**src/pkg/zone_timing_pkg.sv**
```systemverilog
package zone_timing_pkg;

    // Register indices; the byte address is four times the index.
    localparam logic [3:0] IDX_BUS_UNIT   = 4'h0;
    localparam logic [3:0] IDX_IO_ZONE    = 4'h1;
    localparam logic [3:0] IDX_FLASH_ZONE = 4'h2;
    localparam logic [3:0] IDX_EXT_ZONE1  = 4'h3;
    localparam logic [3:0] IDX_EXT_ZONE2  = 4'h4;

    // Reset values of the configuration registers.
    localparam logic [15:0] ZONE_CFG_RESET = 16'h069f;
    localparam logic [7:0]  BUS_UNIT_RESET = 8'h07;

    // Field positions inside a zone configuration word; EWR_BIT sits in the bus unit register.
    localparam int WAIT_LSB   = 0;
    localparam int HOLD_LSB   = 3;
    localparam int RBE_BIT    = 5;
    localparam int WBR_BIT    = 6;
    localparam int BW_BIT     = 7;
    localparam int POST_IDLE_ENABLE_BIT   = 9;
    localparam int PRE_IDLE_ENABLE_BIT   = 10;
    localparam int FRE_BIT    = 11;
    localparam int EWR_BIT    = 0;

    // Writable bits of each register; the rest read as zero, save I/O bit 10, which reset sets.
    localparam logic [15:0] ZONE_CFG_MASK = 16'h0eff;
    localparam logic [15:0] IO_CFG_MASK   = 16'h02ff;
    localparam logic [7:0]  BUS_UNIT_MASK = 8'h07;

    // CPU address map, 24-bit byte addresses.
    localparam logic [23:0] PFLASH_LO = 24'h00_0000;
    localparam logic [23:0] PFLASH_HI = 24'h03_ffff;
    localparam logic [23:0] DFLASH_LO = 24'h0e_0000;
    localparam logic [23:0] DFLASH_HI = 24'h0e_1fff;
    localparam logic [23:0] RAM0_LO   = 24'h0e_8000;
    localparam logic [23:0] RAM0_HI   = 24'h0e_91ff;
    localparam logic [23:0] RAM1_LO   = 24'h0e_c000;
    localparam logic [23:0] RAM1_HI   = 24'h0e_ebff;
    localparam logic [23:0] PER0_LO   = 24'h0e_f000;
    localparam logic [23:0] PER0_HI   = 24'h0e_f1ff;
    localparam logic [23:0] PER1_LO   = 24'hff_0000;
    localparam logic [23:0] PER1_HI   = 24'hff_fbff;
    localparam logic [23:0] IOZ_LO    = 24'hff_fb00;
    localparam logic [23:0] ZONE1_LO  = 24'h40_0000;
    localparam logic [23:0] ZONE1_HI  = 24'h7f_ffff;
    localparam logic [23:0] ZONE2_LO  = 24'h80_0000;
    localparam logic [23:0] ZONE2_HI  = 24'hfe_ffff;

    // Fast flash reads limit the core clock, in MHz.
    localparam int FAST_READ_MAX_MHZ = 24;

    // Zone identifiers used for idle-cycle decisions.
    typedef enum logic [2:0] {
        ZN_FLASH = 3'h0,
        ZN_EXT1  = 3'h1,
        ZN_EXT2  = 3'h2,
        ZN_RAM   = 3'h3,
        ZN_PERIPH = 3'h4,
        ZN_IO    = 3'h5,
        ZN_NONE  = 3'h6
    } zone_id_t;

    // Access sequencer states, Gray coded in the order listed.
    typedef enum logic [2:0] {
        ST_IDLE = 3'b000,
        ST_PRE  = 3'b001,
        ST_WAIT = 3'b011,
        ST_BURST = 3'b010,
        ST_HOLD = 3'b110,
        ST_POST = 3'b111
    } seq_state_t;

    // One CPU bus request.
    typedef struct packed {
        logic        valid;
        logic        write;
        logic        word16;
        logic [23:0] addr;
    } cpu_req_t;

    // Status towards the CPU and the external memory pins.
    typedef struct packed {
        logic done;
        logic busy;
        logic zone1_select_out;
        logic zone2_select_out;
        logic idle_cycle;
    } cpu_rsp_t;

endpackage

```
**src/hw/static_zone_bus_timing.sv**
```systemverilog
// Summary of operation
// - Wait field adds 0..7 internal wait cycles; ignored under fast read.
// - Hold field adds 0..3 hold cycles at end; ignored under fast read.
// - Burst enable bursts 16-bit reads on 8-bit zones, else ignored.
// - Burst-wait adds one burst wait cycle when bursting, not fast read.
// - Width bit: 0 is 8-bit, 1 is 16-bit; flash must be 16-bit.
// - Fast read finishes in one cycle unless idle cycles come first; normal read takes two or more.
// - Post-idle adds an idle cycle after when next zone differs.
// - Pre-idle adds an idle cycle before when zone differs from last.
// - Zone registers reset to 069F: 16-bit, seven waits, three holds.
// - Zones 1 and 2 are off-chip, each with its own select output.
// - Flash timing covers the program and data flash ranges.
// - Fast flash read is single cycle unless idle cycles come first; limits core clock.
// - Normal flash read waits field plus one, then holds.
// - Flash write under fast read: one wait, no hold.
// - Flash write: field plus one late, plus two early, then holds.
// - On-chip RAM single cycle unless a post idle owed by the last zone comes first.
// - Peripherals: one wait, one preliminary idle, no hold.
// - I/O expansion range uses the I/O zone register timing.
// - Burst enable has no effect in the flash zone.
// - Reset selects early write; software writes late write.
`timescale 1ns/1ps

module static_zone_bus_timing
    import zone_timing_pkg::*;
#(
    parameter int CLK_MHZ = 200      // Core clock rate in MHz.
) (
    input  wire logic                   core_clk,  // Core clock.
    input  wire logic                   rst_n,     // Sync reset, low.
    input  wire logic                   psel,      // APB select.
    input  wire logic                   penable,   // APB enable.
    input  wire logic                   pwrite,    // APB direction.
    input  wire logic [11:0]            paddr,     // APB byte address.
    input  wire logic [31:0]            pwdata,    // APB write data.
    input  wire logic [3:0]             pstrb,     // APB byte strobes.
    output logic      [31:0]            prdata,    // APB read data.
    output logic                        pready,    // APB ready.
    output logic                        pslverr,   // APB error.
    input  wire zone_timing_pkg::cpu_req_t cpu_req, // CPU request.
    output zone_timing_pkg::cpu_rsp_t   cpu_rsp    // CPU status.
);
    import zone_timing_pkg::*;

    logic [15:0] flash_zone_timing_cfg_reg;
    logic [15:0] ext_zone1_timing_cfg_reg;
    logic [15:0] ext_zone2_timing_cfg_reg;
    logic [15:0] io_zone_timing_cfg_reg;
    logic [7:0]  bus_unit_cfg_reg;
    logic [31:0] prdata_reg;
    logic        pready_reg;
    logic        pslverr_reg;
    cpu_rsp_t    rsp_reg;
    cpu_rsp_t    rsp_next;
    seq_state_t  state_reg;
    seq_state_t  state_next;
    logic [3:0]  cnt_reg;
    logic [3:0]  cnt_next;
    logic [1:0]  hold_reg;
    logic [1:0]  hold_next;
    logic        burst_reg;
    logic        burst_next;
    logic        post_reg;
    logic        post_next;
    zone_id_t    last_zone_reg;
    zone_id_t    last_zone_next;
    zone_id_t    cur_zone_reg;
    zone_id_t    cur_zone_next;

    function automatic logic in_range(input logic [23:0] a,
                                      input logic [23:0] lo,
                                      input logic [23:0] hi);
        in_range = (a >= lo) && (a <= hi);
    endfunction

    // APB decode; an access phase always takes two cycles, pready rising one cycle after penable.
    // A write lands only at the edge where the master sees pready high.
    wire        apb_access = psel && penable && !pready_reg;
    wire        apb_done   = psel && penable && pready_reg;
    wire        apb_wr     = apb_done && pwrite;
    wire [9:0]  reg_idx    = paddr[11:2];
    wire        hit_bus    = (reg_idx == {6'h00, IDX_BUS_UNIT});
    wire        hit_io     = (reg_idx == {6'h00, IDX_IO_ZONE});
    wire        hit_flash  = (reg_idx == {6'h00, IDX_FLASH_ZONE});
    wire        hit_z1     = (reg_idx == {6'h00, IDX_EXT_ZONE1});
    wire        hit_z2     = (reg_idx == {6'h00, IDX_EXT_ZONE2});
    wire        hit_any    = hit_bus | hit_io | hit_flash | hit_z1 | hit_z2;
    wire [15:0] wdata16    = pwdata[15:0];
    wire        lanes16    = pstrb[0] && pstrb[1];

    // Register read mux.
    logic [31:0] rd_mux;
    always_comb begin
        if (hit_bus) begin
            rd_mux = {24'h00_0000, bus_unit_cfg_reg};
        end else if (hit_io) begin
            rd_mux = {16'h0000, io_zone_timing_cfg_reg};
        end else if (hit_flash) begin
            rd_mux = {16'h0000, flash_zone_timing_cfg_reg};
        end else if (hit_z1) begin
            rd_mux = {16'h0000, ext_zone1_timing_cfg_reg};
        end else if (hit_z2) begin
            rd_mux = {16'h0000, ext_zone2_timing_cfg_reg};
        end else begin
            rd_mux = 32'h0000_0000;
        end
    end

    // Registers and APB answer. Zone writes need both low byte lanes; the bus unit register needs only lane 0.
    // reset values
    always_ff @(posedge core_clk) begin
        if (!rst_n) begin
            flash_zone_timing_cfg_reg <= ZONE_CFG_RESET;
            ext_zone1_timing_cfg_reg  <= ZONE_CFG_RESET;
            ext_zone2_timing_cfg_reg  <= ZONE_CFG_RESET;
            io_zone_timing_cfg_reg    <= ZONE_CFG_RESET;
            bus_unit_cfg_reg          <= BUS_UNIT_RESET;
            prdata_reg                <= 32'h0000_0000;
            pready_reg                <= 1'b0;
            pslverr_reg               <= 1'b0;
        end else begin
            pready_reg  <= apb_access;
            pslverr_reg <= apb_access && !hit_any;
            prdata_reg  <= (apb_access && !pwrite) ? rd_mux : 32'h0000_0000;
            if (apb_wr && lanes16) begin
                if (hit_flash) begin
                    flash_zone_timing_cfg_reg <= wdata16 & ZONE_CFG_MASK;
                end
                if (hit_z1) begin
                    ext_zone1_timing_cfg_reg <= wdata16 & ZONE_CFG_MASK;
                end
                if (hit_z2) begin
                    ext_zone2_timing_cfg_reg <= wdata16 & ZONE_CFG_MASK;
                end
                if (hit_io) begin
                    io_zone_timing_cfg_reg <= wdata16 & IO_CFG_MASK;
                end
            end
            if (apb_wr && pstrb[0] && hit_bus) begin
                bus_unit_cfg_reg <= pwdata[7:0] & BUS_UNIT_MASK;
            end
        end
    end

    // Zone decode of the CPU address.
    // flash ranges
    wire [23:0] a = cpu_req.addr;
    wire is_flash = in_range(a, PFLASH_LO, PFLASH_HI)
                  | in_range(a, DFLASH_LO, DFLASH_HI);
    wire is_ram   = in_range(a, RAM0_LO, RAM0_HI)
                  | in_range(a, RAM1_LO, RAM1_HI);
    wire is_io    = in_range(a, IOZ_LO, PER1_HI);
    wire is_per   = in_range(a, PER0_LO, PER0_HI)
                  | in_range(a, PER1_LO, PER1_HI);
    wire is_z1    = in_range(a, ZONE1_LO, ZONE1_HI);
    wire is_z2    = in_range(a, ZONE2_LO, ZONE2_HI);

    zone_id_t req_zone;
    assign req_zone = is_flash ? ZN_FLASH :
                      is_ram   ? ZN_RAM   :
                      is_io    ? ZN_IO    :
                      is_per   ? ZN_PERIPH :
                      is_z1    ? ZN_EXT1  :
                      is_z2    ? ZN_EXT2  : ZN_NONE;

    // Waits, holds and burst wait are sampled as the access starts; a later
    // write can only change a pre idle still due after a post idle.
    // sampled at start
    logic [15:0] zcfg;
    assign zcfg = (req_zone == ZN_FLASH) ? flash_zone_timing_cfg_reg :
                  (req_zone == ZN_EXT1)  ? ext_zone1_timing_cfg_reg  :
                  (req_zone == ZN_EXT2)  ? ext_zone2_timing_cfg_reg  :
                                           io_zone_timing_cfg_reg;

    wire [2:0] f_wait = zcfg[WAIT_LSB +: 3];
    wire [1:0] f_hold = zcfg[HOLD_LSB +: 2];
    wire       f_rbe  = zcfg[RBE_BIT];
    wire       f_wbr  = zcfg[WBR_BIT];
    wire       f_bw   = zcfg[BW_BIT];
    wire       f_post_idle_enable = zcfg[POST_IDLE_ENABLE_BIT];
    wire       f_pre_idle_enable = zcfg[PRE_IDLE_ENABLE_BIT];
    wire       f_fre  = zcfg[FRE_BIT] && (req_zone != ZN_IO);
    wire       early  = bus_unit_cfg_reg[EWR_BIT];
    wire       is_cfg = (req_zone == ZN_FLASH) || (req_zone == ZN_EXT1)
                      || (req_zone == ZN_EXT2) || (req_zone == ZN_IO);

    // burst only on 16-bit reads of 8-bit zones
    // width bit selects 8 or 16
    wire do_burst = is_cfg && (req_zone != ZN_FLASH) && !cpu_req.write
                  && cpu_req.word16 && !f_bw && f_rbe && !f_fre;
    wire burst_wait = do_burst && f_wbr;

    // Wait count per access class.
    // wait field
    // write field plus one or two
    logic [3:0] waits;
    logic [1:0] holds;
    logic       fixed_pre;
    always_comb begin
        waits     = 4'h0;
        holds     = 2'h0;
        fixed_pre = 1'b0;
        if (req_zone == ZN_RAM || req_zone == ZN_NONE) begin
            waits = 4'h0;
        end else if (req_zone == ZN_PERIPH) begin
            waits     = 4'h1;
            fixed_pre = 1'b1;
        end else if (f_fre && !cpu_req.write) begin
            waits = 4'h0;
        end else if (f_fre) begin
            waits = 4'h1;
        end else begin
            waits = {1'b0, f_wait} + 4'h1
                  + ((cpu_req.write && early) ? 4'h1 : 4'h0);
            holds = f_hold;
        end
    end

    wire zone_change = (last_zone_reg != ZN_NONE)
                     && (last_zone_reg != req_zone);
    wire need_pre = fixed_pre || (is_cfg && f_pre_idle_enable && zone_change);
    wire need_post = post_reg && zone_change;
    // The request still stands on the done cycle, so it must not be
    // taken a second time there.
    wire take = (state_reg == ST_IDLE) && cpu_req.valid && !rsp_reg.done;

    // Access sequencer.
    always_comb begin
        state_next     = state_reg;
        cnt_next       = cnt_reg;
        hold_next      = hold_reg;
        burst_next     = burst_reg;
        post_next      = post_reg;
        last_zone_next = last_zone_reg;
        cur_zone_next  = cur_zone_reg;
        rsp_next       = '0;
        case (state_reg)
            ST_IDLE: begin
                if (cpu_req.valid && !rsp_reg.done) begin
                    cnt_next      = waits;
                    hold_next     = holds;
                    burst_next    = burst_wait;
                    cur_zone_next = req_zone;
                    post_next     = is_cfg && f_post_idle_enable;
                    rsp_next.busy = 1'b1;
                    if (need_post || need_pre) begin
                        state_next = need_post ? ST_POST : ST_PRE;
                        rsp_next.idle_cycle = 1'b1;
                        cnt_next = waits;
                    end else if (waits != 4'h0) begin
                        state_next = ST_WAIT;
                    end else if (burst_wait) begin
                        state_next = ST_BURST;
                    end else if (holds != 2'h0) begin
                        state_next = ST_HOLD;
                    end else begin
                        rsp_next.done = 1'b1;
                        rsp_next.busy = 1'b0;
                        last_zone_next = req_zone;
                    end
                    rsp_next.zone1_select_out = (req_zone == ZN_EXT1)
                                              && !rsp_next.idle_cycle;
                    rsp_next.zone2_select_out = (req_zone == ZN_EXT2)
                                              && !rsp_next.idle_cycle;
                end
            end
            ST_POST, ST_PRE: begin
                rsp_next.busy = 1'b1;
                if (state_reg == ST_POST && need_pre) begin
                    state_next = ST_PRE;
                    rsp_next.idle_cycle = 1'b1;
                end else begin
                    state_next = (cnt_reg != 4'h0) ? ST_WAIT :
                                 burst_reg ? ST_BURST :
                                 (hold_reg != 2'h0) ? ST_HOLD : ST_IDLE;
                    rsp_next.zone1_select_out = (cur_zone_reg == ZN_EXT1);
                    rsp_next.zone2_select_out = (cur_zone_reg == ZN_EXT2);
                    if (state_next == ST_IDLE) begin
                        rsp_next.done  = 1'b1;
                        rsp_next.busy  = 1'b0;
                        last_zone_next = cur_zone_reg;
                    end
                end
            end
            ST_WAIT, ST_BURST, ST_HOLD: begin
                rsp_next.busy = 1'b1;
                rsp_next.zone1_select_out = (cur_zone_reg == ZN_EXT1);
                rsp_next.zone2_select_out = (cur_zone_reg == ZN_EXT2);
                if (state_reg == ST_WAIT) begin
                    cnt_next = cnt_reg - 4'h1;
                end else if (state_reg == ST_BURST) begin
                    burst_next = 1'b0;
                end else begin
                    hold_next = hold_reg - 2'h1;
                end
                state_next = (cnt_next != 4'h0) ? ST_WAIT :
                             burst_next ? ST_BURST :
                             (hold_next != 2'h0) ? ST_HOLD : ST_IDLE;
                if (state_next == ST_IDLE) begin
                    rsp_next.done  = 1'b1;
                    rsp_next.busy  = 1'b0;
                    last_zone_next = cur_zone_reg;
                end
            end
            default: begin
                state_next = ST_IDLE;
            end
        endcase
    end

    // Sequencer registers.
    always_ff @(posedge core_clk) begin
        if (!rst_n) begin
            state_reg     <= ST_IDLE;
            cnt_reg       <= 4'h0;
            hold_reg      <= 2'h0;
            burst_reg     <= 1'b0;
            post_reg      <= 1'b0;
            last_zone_reg <= ZN_NONE;
            cur_zone_reg  <= ZN_NONE;
            rsp_reg       <= '0;
        end else begin
            state_reg     <= state_next;
            cnt_reg       <= cnt_next;
            hold_reg      <= hold_next;
            burst_reg     <= burst_next;
            post_reg      <= post_next;
            last_zone_reg <= last_zone_next;
            cur_zone_reg  <= cur_zone_next;
            rsp_reg       <= rsp_next;
        end
    end

    assign prdata  = prdata_reg;
    assign pready  = pready_reg;
    assign pslverr = pslverr_reg;
    assign cpu_rsp = rsp_reg;
endmodule // static_zone_bus_timing

```
**config.mk**
```make
export PLATFORM = sky130hd
export DESIGN_NAME = static_zone_bus_timing
export DESIGN_NICKNAME = d
export VERILOG_FILES = /design/src/pkg/zone_timing_pkg.sv /design/src/hw/static_zone_bus_timing.sv
export SDC_FILE = /design/constraint.sdc
export NUM_CORES = 1
export LEC_CHECK = 0
export ABC_AREA = 1
export BUFFER_PORTS_ARGS = -buffer_cell sky130_fd_sc_hd__buf_2
export CORE_MARGIN = 3
export CORE_UTILIZATION = 55
export DETAILED_ROUTE_END_ITERATION = 16
export MAX_ROUTING_LAYER = met4
export PLACE_DENSITY = 0.85
export SYNTH_ARGS = -nofsm -noshare
export SYNTH_HDL_FRONTEND = slang
export SYNTH_SLANG_ARGS = --single-unit
```
**constraint.sdc**
```tcl
create_clock -name core_clk -period 5.8 [get_ports core_clk]
set_clock_uncertainty 0.2 [all_clocks]
set_input_delay 0.87 -clock core_clk [delete_from_list [all_inputs] [get_ports core_clk]]
set_output_delay 0.87 -clock core_clk [all_outputs]
set_load 0.05 [all_outputs]
```
Word level (Yosys, flattened, before mapping)
Cells that the tools add are included.
- latch bits: 0
- flip-flop bits (word level): 102
- memories kept: 0
- bits in writable memories: 0
- bits of input ports: 80
- output and inout port bits: 39
- logic and storage cells: 239
- bits in read-only memories: 0
- shift-type cells: 0
- bitwise logic cells: 10
- multiply operators: 0
- reduce and logical (&&, ||, !) cells: 80
- add/sub/neg operators: 4
- order comparisons: 17
- muxes and demuxes: 76
- divide/modulo/power cells: 0
- equal/unequal tests: 29
- operators with widths (cell ; count):
    $ge 24x20->1 const B ; 4
    $le 24x20->1 const B ; 4
    $mux 12 ; 7
    $mux 3 ; 28
    $ge 24x24->1 const B ; 3
    $le 24x24->1 const B ; 2
    $logic_and 1x1->1 ; 38
    $mux 4 ; 8
    $mux 2 ; 14
    $ge 24x1->1 const B ; 1
    $ge 24x23->1 const B ; 1
    $le 24x18->1 const B ; 1
    $le 24x23->1 const B ; 1
    $eq 10x2->1 const B ; 2
    $pmux 3 s3 ; 2
    $reduce_and 2->1 ; 8
    $eq 3x2->1 const B ; 5
    $eq 3x3->1 const B ; 5
    $ne 2x2->1 const B ; 7
    $logic_not 3->1 ; 4
    $pmux 4 s3 ; 1
    $reduce_bool 4->1 ; 3
    $mux 1 ; 11
    $eq 10x1->1 const B ; 1
    other kinds (25) ; 55

Depth between registers and ports, before layout
Gate-level depths: netlist (run 1).
- word-level depth: 24
- mapped depth: 25
- mapped depth without buffers: 24

Least setup slack after synthesis (run 1)
Ideal clock, no wire load.
- path kind: input port to flip-flop
- from: in cpu_req[18] (netlist name)
- to: reg last_zone_reg[0]
- path buffers: 1
- path slack: 2.479 ns
- data arrival time: 3.008 ns
- stages: 23
- library setup time: 0.113 ns
- required time: 5.487 ns
- cell sequence: nand2_1 -> nor2_4 -> nand2_2 -> nand2_2 -> buf_6 -> nand2_1 -> o21ai_0 -> nand2_1 -> nand3_1 -> o21ai_0 -> ha_1 -> inv_1 -> ha_1 -> nand2_1 -> nor2_1 -> o21bai_2 -> nand3_2 -> nor2_2 -> nand2_2 -> nor2_2 -> nor2_2 -> nor2_1 -> nor2_1
- word-level cells in the longest chain between the ends: 21
- elaborated cells on any way between the ends: 96
- RTL lines (element ; RTL line ; source):
    start: declaration ; static_zone_bus_timing.sv:40 ; input wire zone_timing_pkg::cpu_req_t cpu_req,
    $ge 24x24->1 or $le 24x24->1 (tied branches) ; static_zone_bus_timing.sv:73 ; in_range = (a >= lo) && (a <= hi);
    $logic_and 1x1->1 ; static_zone_bus_timing.sv:73 ;
    $mux 3 ; static_zone_bus_timing.sv:164 ; is_z2 ? ZN_EXT2 : ZN_NONE;
    $mux 3 ; static_zone_bus_timing.sv:163 ; is_z1 ? ZN_EXT1 :
    $mux 3 ; static_zone_bus_timing.sv:162 ; is_per ? ZN_PERIPH :
    $mux 3 ; static_zone_bus_timing.sv:161 ; is_io ? ZN_IO :
    $mux 3 ; static_zone_bus_timing.sv:160 ; is_ram ? ZN_RAM :
    $mux 3 * ; static_zone_bus_timing.sv:159 ; assign req_zone = is_flash ? ZN_FLASH :
    [5 not listed] ; -- ;
    $add 4x1->4 or $logic_and 1x1->1 (tied branches) ; static_zone_bus_timing.sv:214, static_zone_bus_timing.sv:189 ;
    $mux 4 or $logic_and 1x1->1 (tied branches) ; static_zone_bus_timing.sv:210, static_zone_bus_timing.sv:190 ;
    $mux 4 or $logic_and 1x1->1 (tied branches) ; static_zone_bus_timing.sv:208, static_zone_bus_timing.sv:190 ;
    $mux 4 or $logic_and 1x1->1 (tied branches) ; static_zone_bus_timing.sv:205, static_zone_bus_timing.sv:190 ;
    $mux 4 or $logic_and 1x1->1 (tied branches) ; static_zone_bus_timing.sv:203, static_zone_bus_timing.sv:190 ;
    $reduce_bool 4->1 or $logic_and 1x1->1 (tied branches) ; static_zone_bus_timing.sv:250, static_zone_bus_timing.sv:191 ;
    $ne 2x2->1 (no line) ; -- ;
    $reduce_and 9->1 (no line) ; -- ;
    end signal: assignment ; static_zone_bus_timing.sv:328 ; last_zone_reg <= last_zone_next;
    end: declaration ; static_zone_bus_timing.sv:65 ; zone_id_t last_zone_reg;
Every way passes the cells marked *; elsewhere a longest branch is shown, timed or not. The select of a mux whose other input is x is not followed.
A chain may end at the register's enable or synchronous reset.

Worst setup path after layout (run 1)
Same ends and word-level chain as after synthesis.

==> impl_metrics.json, run 1 <==
{
  "ir_drop_mv": 0.147,
  "grtUsageTotal_pct": 26.3,
  "die-width_um": 98.1,
  "cts_root_buffer": "clkbuf_8",
  "finalSetupViolCount": 0,
  "synth-xor-area-share_pct": 0.563,
  "max-cap-violations": 0,
  "synthMuxAreaShare_pct": 0,
  "synthSimpleGateAreaFrac_pct": 30.7,
  "n_antenna_cell": 0,
  "io_buffers": 64,
  "synthArstFlopShare_pct": 0,
  "p_int_uw": 959,
  "synth_compound_area_share_pct": 19.2,
  "synth_seq_area_share_pct": 34.8,
  "synth_area_um2": 4660,
  "gp_congestion": 0.945,
  "rr_worst_depth": 13,
  "syn_to_final_growth_pct": 10.9,
  "die_h_um": 98.1,
  "startpoint_type": "input pin",
  "pre_cts_slack_ns": 2.00,
  "h-tree-depth": 3,
  "antenna_left": 0,
  "cts_tree": "done",
  "dp_hpwl_um": 9080,
  "viasPerCell": 5.62,
  "yosysWarnings": 0,
  "totalWireLength_um": 12400,
  "cts_made_buffers": 9,
  "grt_pass1_vias": 4559,
  "finalSetupTns_ns": 0,
  "finalCritPeriodShare_pct": 61.0,
  "worstPathMaxFanout": 17,
  "p_seq_share_pct": 40.9,
  "ctsResizeCount": 0,
  "ios": 119,
  "syn_avg_cell_area_um2": 6.71,
  "cp_data_required_time_ns": 5.86,
  "cts_setup_buffers": 0,
  "nets": 841,
  "relSlewSlack_pct": 42.0,
  "crit_arrival_ns": 3.59,
  "rr_endpoint": "last_zone_reg[0]$_SDFFE_PN0P_",
  "drt_first_pass_iters": 5,
  "slew_viol_final": 0,
  "grt_antenna_before_repair": 0,
  "r2r_slack_ns": 2.82,
  "ys_types": 42,
  "die_area_um2": 9620,
  "initial_utilization_pct": 58.5,
  "clk-insertion-delay-late_ns": 0.35,
  "hold_viol": 0,
  "grt_pass1_wl_um": 20400,
  "p_per_area_nw_per_um2": 300,
  "cts_sinks": 81,
  "syn_inst": 695,
  "rsz0062_at_grt": "false",
  "synth_fa_ha_area_share_pct": 1.07,
  "synth_edf_count": 0,
  "critPathKind": "input pin to flop",
  "dr.first_iter.drc_count": 335,
  "wire_per_inst_um": 14.4,
  "via_count": 4849,
  "rows": 32,
  "p_sw_share_pct": 38.3,
  "setup_ws_ns": 2.26,
  "r2r_start": "state_reg[1]$_SDFFE_PN0P_",
  "nFillCells": 709,
  "grt_max_degree": 51,
  "drc_errors": 0,
  "combinationalPowerShare_pct": 32.3,
  "worst_pin_slew_ns": 0.867,
  "path_clk_slew_ns": 0.08,
  "fmax_mhz": 283,
  "holdBufCountCts": 0,
  "whs_endpoint": "prdata[1]$_SDFF_PN0_",
  "power.switching_uw": 594,
  "core_area_um2": 7970,
  "p_clk_share_pct": 26.9,
  "period_needed_ns": 3.54,
  "hold_path_class": "flop to flop",
  "outcome": "finished clean",
  "worstHoldStart": "bus_unit_cfg_reg[1]$_SDFFE_PN1P_",
  "cts_buffer_depth": 2,
  "grt_overflow": 0,
  "synth_top_family_by_area": "simple AND/OR/NAND/NOR gates",
  "whs_path_depth": 2,
  "p_leak_uw": 0.00262,
  "ys.flop_type": "dfxtp_1",
  "endpoint_kind": "flop",
  "layout-drive-gt1-share_pct": 15.2,
  "ys_ff_latch": 81
}
[power groups by stage]
stage | clock, µW | sequential, µW | combinational (µW)
CTS | 420 | 634 | 490
detailed placement | 0 | 648 | 486
global route | 445 | 641 | 551
finish | 417 | 635 | 501
global placement | 0 | 644 | 469
floorplan | 0 | 666 | 364
[critical path: stages]
cell and delay, ns:
buf_2 0.08, nand2_1 0.13, nor2_4 0.19, nand2_2 0.09, nand2_2 0.30, nand2_1 0.10, o21ai_0 0.11, nand2_1 0.08
nand3_1 0.07, o21ai_0 0.11, ha_1 0.19, inv_1 0.07, ha_1 0.23, nand2_1 0.08, nor2_1 0.06, o21bai_2 0.15
nand3_2 0.12, nor2_2 0.16, nand2_2 0.10, nor2_2 0.09, nor2_2 0.06, nor2_1 0.10, nor2_1 0.06
[Yosys cell counts (4+ instances only)]
cell / n / area share, %
nand2_2: 7 / 0.94
nand3_2: 6 / 1.3
inv_2: 5 / 0.40
nor2_1: 78 / 6.3
a21oi_1: 30 / 3.2
o22ai_1: 7 / 0.94
inv_1: 99 / 8.0
nor2_2: 5 / 0.67
nand2_1: 147 / 12
buf_4: 23 / 3.7
ha_1: 4 / 1.1
clkbuf_1: 10 / 0.81
dfxtp_1: 81 / 35
nand4_1: 15 / 2.0
nor2_4: 4 / 0.97
o211ai_1: 34 / 5.5
nor3_1: 13 / 1.4
nand3_1: 34 / 3.6
a211oi_1: 10 / 1.6
o21ai_0: 45 / 4.8
[per-stage QoR]
| step | cell area (µm²) | util [%] | power [µW] | hold WS [ns] | instances |
|---|---|---|---|---|---|
| final | 5170 | 64.9 | 1550 | 0.261 | 863 |
| after global placement | 4980 | 62.5 | 1110 | 0.240 | 848 |
| after floorplan | 4740 | - | 1030 | 0.227 | 715 |
| after detailed placement | 4980 | 62.5 | 1130 | 0.245 | 848 |
| after global routing | 5170 | 64.9 | 1640 | 0.286 | 863 |
| after CTS | 5170 | 64.9 | 1540 | 0.262 | 863 |
[routing by layer]
| metal | vias to the layer above | wire length, µm | global-route usage (%) |
|---|---|---|---|
| met5 | - | 0 | - |
| met4 | 0 | 277 | 9.37 |
| met3 | 31 | 1040 | 5.36 |
| met2 | 263 | 6120 | 44.6 |
| met1 | 2172 | 5000 | 30.9 |
| li1 | 2383 | - | - |
[area by class of cell]
| cell class | count | area (µm²) | share of cell area (%) |
|---|---|---|---|
| clock buffer | 10 | 138 | 2.66 |
| clock inverter | 5 | 56.3 | 1.09 |
| inverter | 106 | 398 | 7.69 |
| multi-input combinational | 491 | 2480 | 48.0 |
| sequential | 81 | 1620 | 31.3 |
| tap | 102 | 128 | 2.47 |
| timing repair buffer | 68 | 350 | 6.77 |
[worst max path at each step]
stage / startpoint / end / slack, ns / cells past startpoint
CTS: cpu_req[18] / last_zone_reg[0]$_SDFFE_PN0P_ / 2.31 / 23
detailed placement: cpu_req[18] / last_zone_reg[0]$_SDFFE_PN0P_ / 2.00 / 23
global placement: cpu_req[18] / last_zone_reg[0]$_SDFFE_PN0P_ / 2.04 / 23
finish: cpu_req[18] / last_zone_reg[0]$_SDFFE_PN0P_ / 2.26 / 23
floorplan: cpu_req[18] / last_zone_reg[0]$_SDFFE_PN0P_ / 2.48 / 23
global route: cpu_req[18] / last_zone_reg[0]$_SDFFE_PN0P_ / 1.99 / 23
[layout by cell type, fill, tap and decap left out, types with 6 or more instances in the layout]
cell type,Yosys,final
nor3_1,13,13
nand4_1,15,15
dfxtp_1,81,81
nand2_1,147,147
a21oi_1,30,30
clkbuf_8,0,10
buf_2,3,64
o22ai_1,7,7
o211ai_1,34,34
nor2_1,78,78
conb_1,1,21
a211oi_1,10,10
nand2_2,7,7
inv_1,99,99
nand3_2,6,6
nand3_1,34,34
o21ai_0,45,45
[logic make-up after synthesis]
logic type / Yosys count
buffers and inverters: 143
other: 1
adders and majority gates: 4
DFF: 81
AOI/OAI and AO/OA: 144
and+or+nand+nor: 319
xor gates and xnor gates: 3
Note: power is estimated with default switching activity, not from simulation.
==> run 2: changes to the inputs <==
--- a/config.mk
+++ b/config.mk
@@ -8,10 +8,10 @@
 export ABC_AREA = 1
 export BUFFER_PORTS_ARGS = -buffer_cell sky130_fd_sc_hd__buf_2
 export CORE_MARGIN = 3
-export CORE_UTILIZATION = 55
+export CORE_UTILIZATION = 54
 export DETAILED_ROUTE_END_ITERATION = 16
 export MAX_ROUTING_LAYER = met4
-export PLACE_DENSITY = 0.85
+export PLACE_DENSITY = 0.84
 export SYNTH_ARGS = -nofsm -noshare
 export SYNTH_HDL_FRONTEND = slang
 export SYNTH_SLANG_ARGS = --single-unit
==> constraint.sdc (replaced) <==
create_clock -name core_clk -period 3.62 [get_ports core_clk]
set_clock_uncertainty 0.2 [all_clocks]
set_input_delay 0.543 -clock core_clk [delete_from_list [all_inputs] [get_ports core_clk]]
set_output_delay 0.543 -clock core_clk [all_outputs]
set_load 0.05 [all_outputs]
==> run 2 against run 1 <==
Effect of this change:
- sequential power increased by 61%
- critical endpoint is now state_reg[1]$_SDFFE_PN0P_
- highest routed layer unchanged
- flip-flop and latch count unchanged
- count of clock-buffer cells in the layout is the same
- via count increased by 0.10%
- final cell count up 1.3%
- global-route usage up 0.10 points
==> impl_metrics.json, run 2 (same netlist as run 1, synthesis figures left out) <==
{
  "h-tree-depth": 3,
  "critPathKind": "input pin to flop",
  "endpoint_kind": "flop",
  "antenna_left": 0,
  "worstHoldStart": "pwdata[7]",
  "cts_sinks": 81,
  "cts_made_buffers": 9,
  "ir_drop_mv": 0.267,
  "via_count": 4854,
  "initial_utilization_pct": 56.2,
  "viasPerCell": 5.55,
  "p_per_area_nw_per_um2": 484,
  "relSlewSlack_pct": 47.2,
  "post_dp_cell_area_um2": 5040,
  "crit_arrival_ns": 3.02,
  "whs_endpoint": "flash_zone_timing_cfg_reg[7]$_SDFFE_PN1P_",
  "max-cap-violations": 0,
  "r2r_start": "state_reg[1]$_SDFFE_PN0P_",
  "path_clk_slew_ns": 0.08,
  "design_power_total_uw": 2540,
  "post-route-util_pct": 63.3,
  "dr.first_iter.drc_count": 306,
  "nets": 848,
  "fmax_mhz": 337,
  "die-width_um": 98.9,
  "grt_antenna_before_repair": 0,
  "io_buffers": 64,
  "grt_max_degree": 50,
  "rows": 33,
  "rr_endpoint": "last_zone_reg[0]$_SDFFE_PN0P_",
  "hold_viol": 0,
  "finalCritPeriodShare_pct": 82.1,
  "totalWireLength_um": 12600,
  "hold_path_class": "input pin to flop",
  "n_antenna_cell": 0,
  "r2r_slack_ns": 0.87,
  "cts_setup_buffers": 0,
  "period_needed_ns": 2.97,
  "core_area_um2": 8300,
  "grt_pass1_wl_um": 20700,
  "cp_data_required_time_ns": 3.67,
  "final_cell_mix": "nand2_1 (147), inv_1 (99), dfxtp_1 (81), nor2_1 (78), buf_2 (64)",
  "rr_worst_depth": 13,
  "drc_errors": 0,
  "grtUsageTotal_pct": 26.4,
  "ios": 119,
  "rsz0062_at_grt": "false",
  "layout-drive-gt1-share_pct": 16.0,
  "worst_pin_slew_ns": 0.789,
  "final_area_um2": 5250,
  "die_h_um": 98.9,
  "whs_path_depth": 3,
  "syn_to_final_growth_pct": 12.7,
  "gp_congestion": 0.922,
  "clk-insertion-delay-late_ns": 0.35,
  "holdBufCountCts": 0,
  "dp_hpwl_um": 9340,
  "slew_viol_final": 0,
  "ctsResizeCount": 0,
  "grt_pass1_vias": 4629,
  "grt_overflow": 0,
  "cts_buffer_depth": 2,
  "cts_root_buffer": "clkbuf_8",
  "finalSetupViolCount": 0,
  "p_leak_uw": 0.00267,
  "worstPathMaxFanout": 9,
  "wire_per_inst_um": 14.4,
  "die_area_um2": 9790,
  "cts_tree": "done",
  "drt_first_pass_iters": 4,
  "final_common_cell": "nand2_1",
  "nFillCells": 765,
  "startpoint_type": "input pin",
  "outcome": "finished clean",
  "finalSetupTns_ns": 0
}
==> run 2: area by class of cell <==
type | instances | area (µm²) | area share, %
well taps | 105 | 131 | 2.50
inverters | 106 | 398 | 7.57
clock buffers | 10 | 128 | 2.43
clock inverters | 6 | 90.1 | 1.71
multi-input cells | 491 | 2480 | 47.2
flip-flops and latches | 81 | 1620 | 30.9
repair buffers | 75 | 403 | 7.67
==> run 2: metrics by stage <==
| stage | hold WS [ns] | worst slack (ns) | cells |
|---|---|---|---|
| final | 0.245 | 0.649 | 874 |
| after global placement | 0.244 | 0.380 | 858 |
| after global routing | 0.242 | 0.330 | 874 |
| after detailed placement | 0.246 | 0.343 | 858 |
| after floorplan | 0.227 | 0.626 | 715 |
| after CTS | 0.229 | 0.697 | 874 |
==> run 2: power by group <==
group	leakage, µW	switching [µW]	internal [µW]
Combinational	0.00190	554	241
Clock	0.000107	341	391
Sequential	0.000657	52.9	965
Total	0.00267	947	1600
==> run 2: metal layers <==
| layer | share of wire (%) | GRT usage (%) |
|---|---|---|
| met1 | 41 | 31.2 |
| met2 | 50 | 44.9 |
| met5 | 0 | - |
| met3 | 7.4 | 4.95 |
| met4 | 1.9 | 9.45 |
==> run 2: worst max-delay path, cell delays in order <==
cell      delay (ns)
buf_2           0.09
nand2_1         0.13
nor2_4          0.19
nand2_2         0.09
nand2_2         0.16
nand2_1         0.07
o21ai_0         0.07
nand2_1         0.07
nand3_1         0.06
o21ai_0         0.12
ha_1            0.20
inv_1           0.07
ha_1            0.23
nand2_1         0.07
nor2_1          0.06
o21bai_2        0.14
nand3_2         0.11
nor2_2          0.15
nand2_2         0.10
nand2_1         0.06
nand2_1         0.04
nand2_1         0.12
nor2_1          0.06
==> run 2: worst max-delay path by stage <==
stage	from	end	slack [ns]
3_3_place_gp	cpu_req[18]	state_reg[1]$_SDFFE_PN0P_	0.38
2_1_floorplan	cpu_req[18]	last_zone_reg[0]$_SDFFE_PN0P_	0.63
3_5_place_dp	cpu_req[18]	state_reg[1]$_SDFFE_PN0P_	0.34
5_1_grt	cpu_req[18]	state_reg[2]$_SDFFE_PN0P_	0.33
6_report	cpu_req[18]	state_reg[1]$_SDFFE_PN0P_	0.65
4_1_cts	cpu_req[18]	state_reg[1]$_SDFFE_PN0P_	0.70
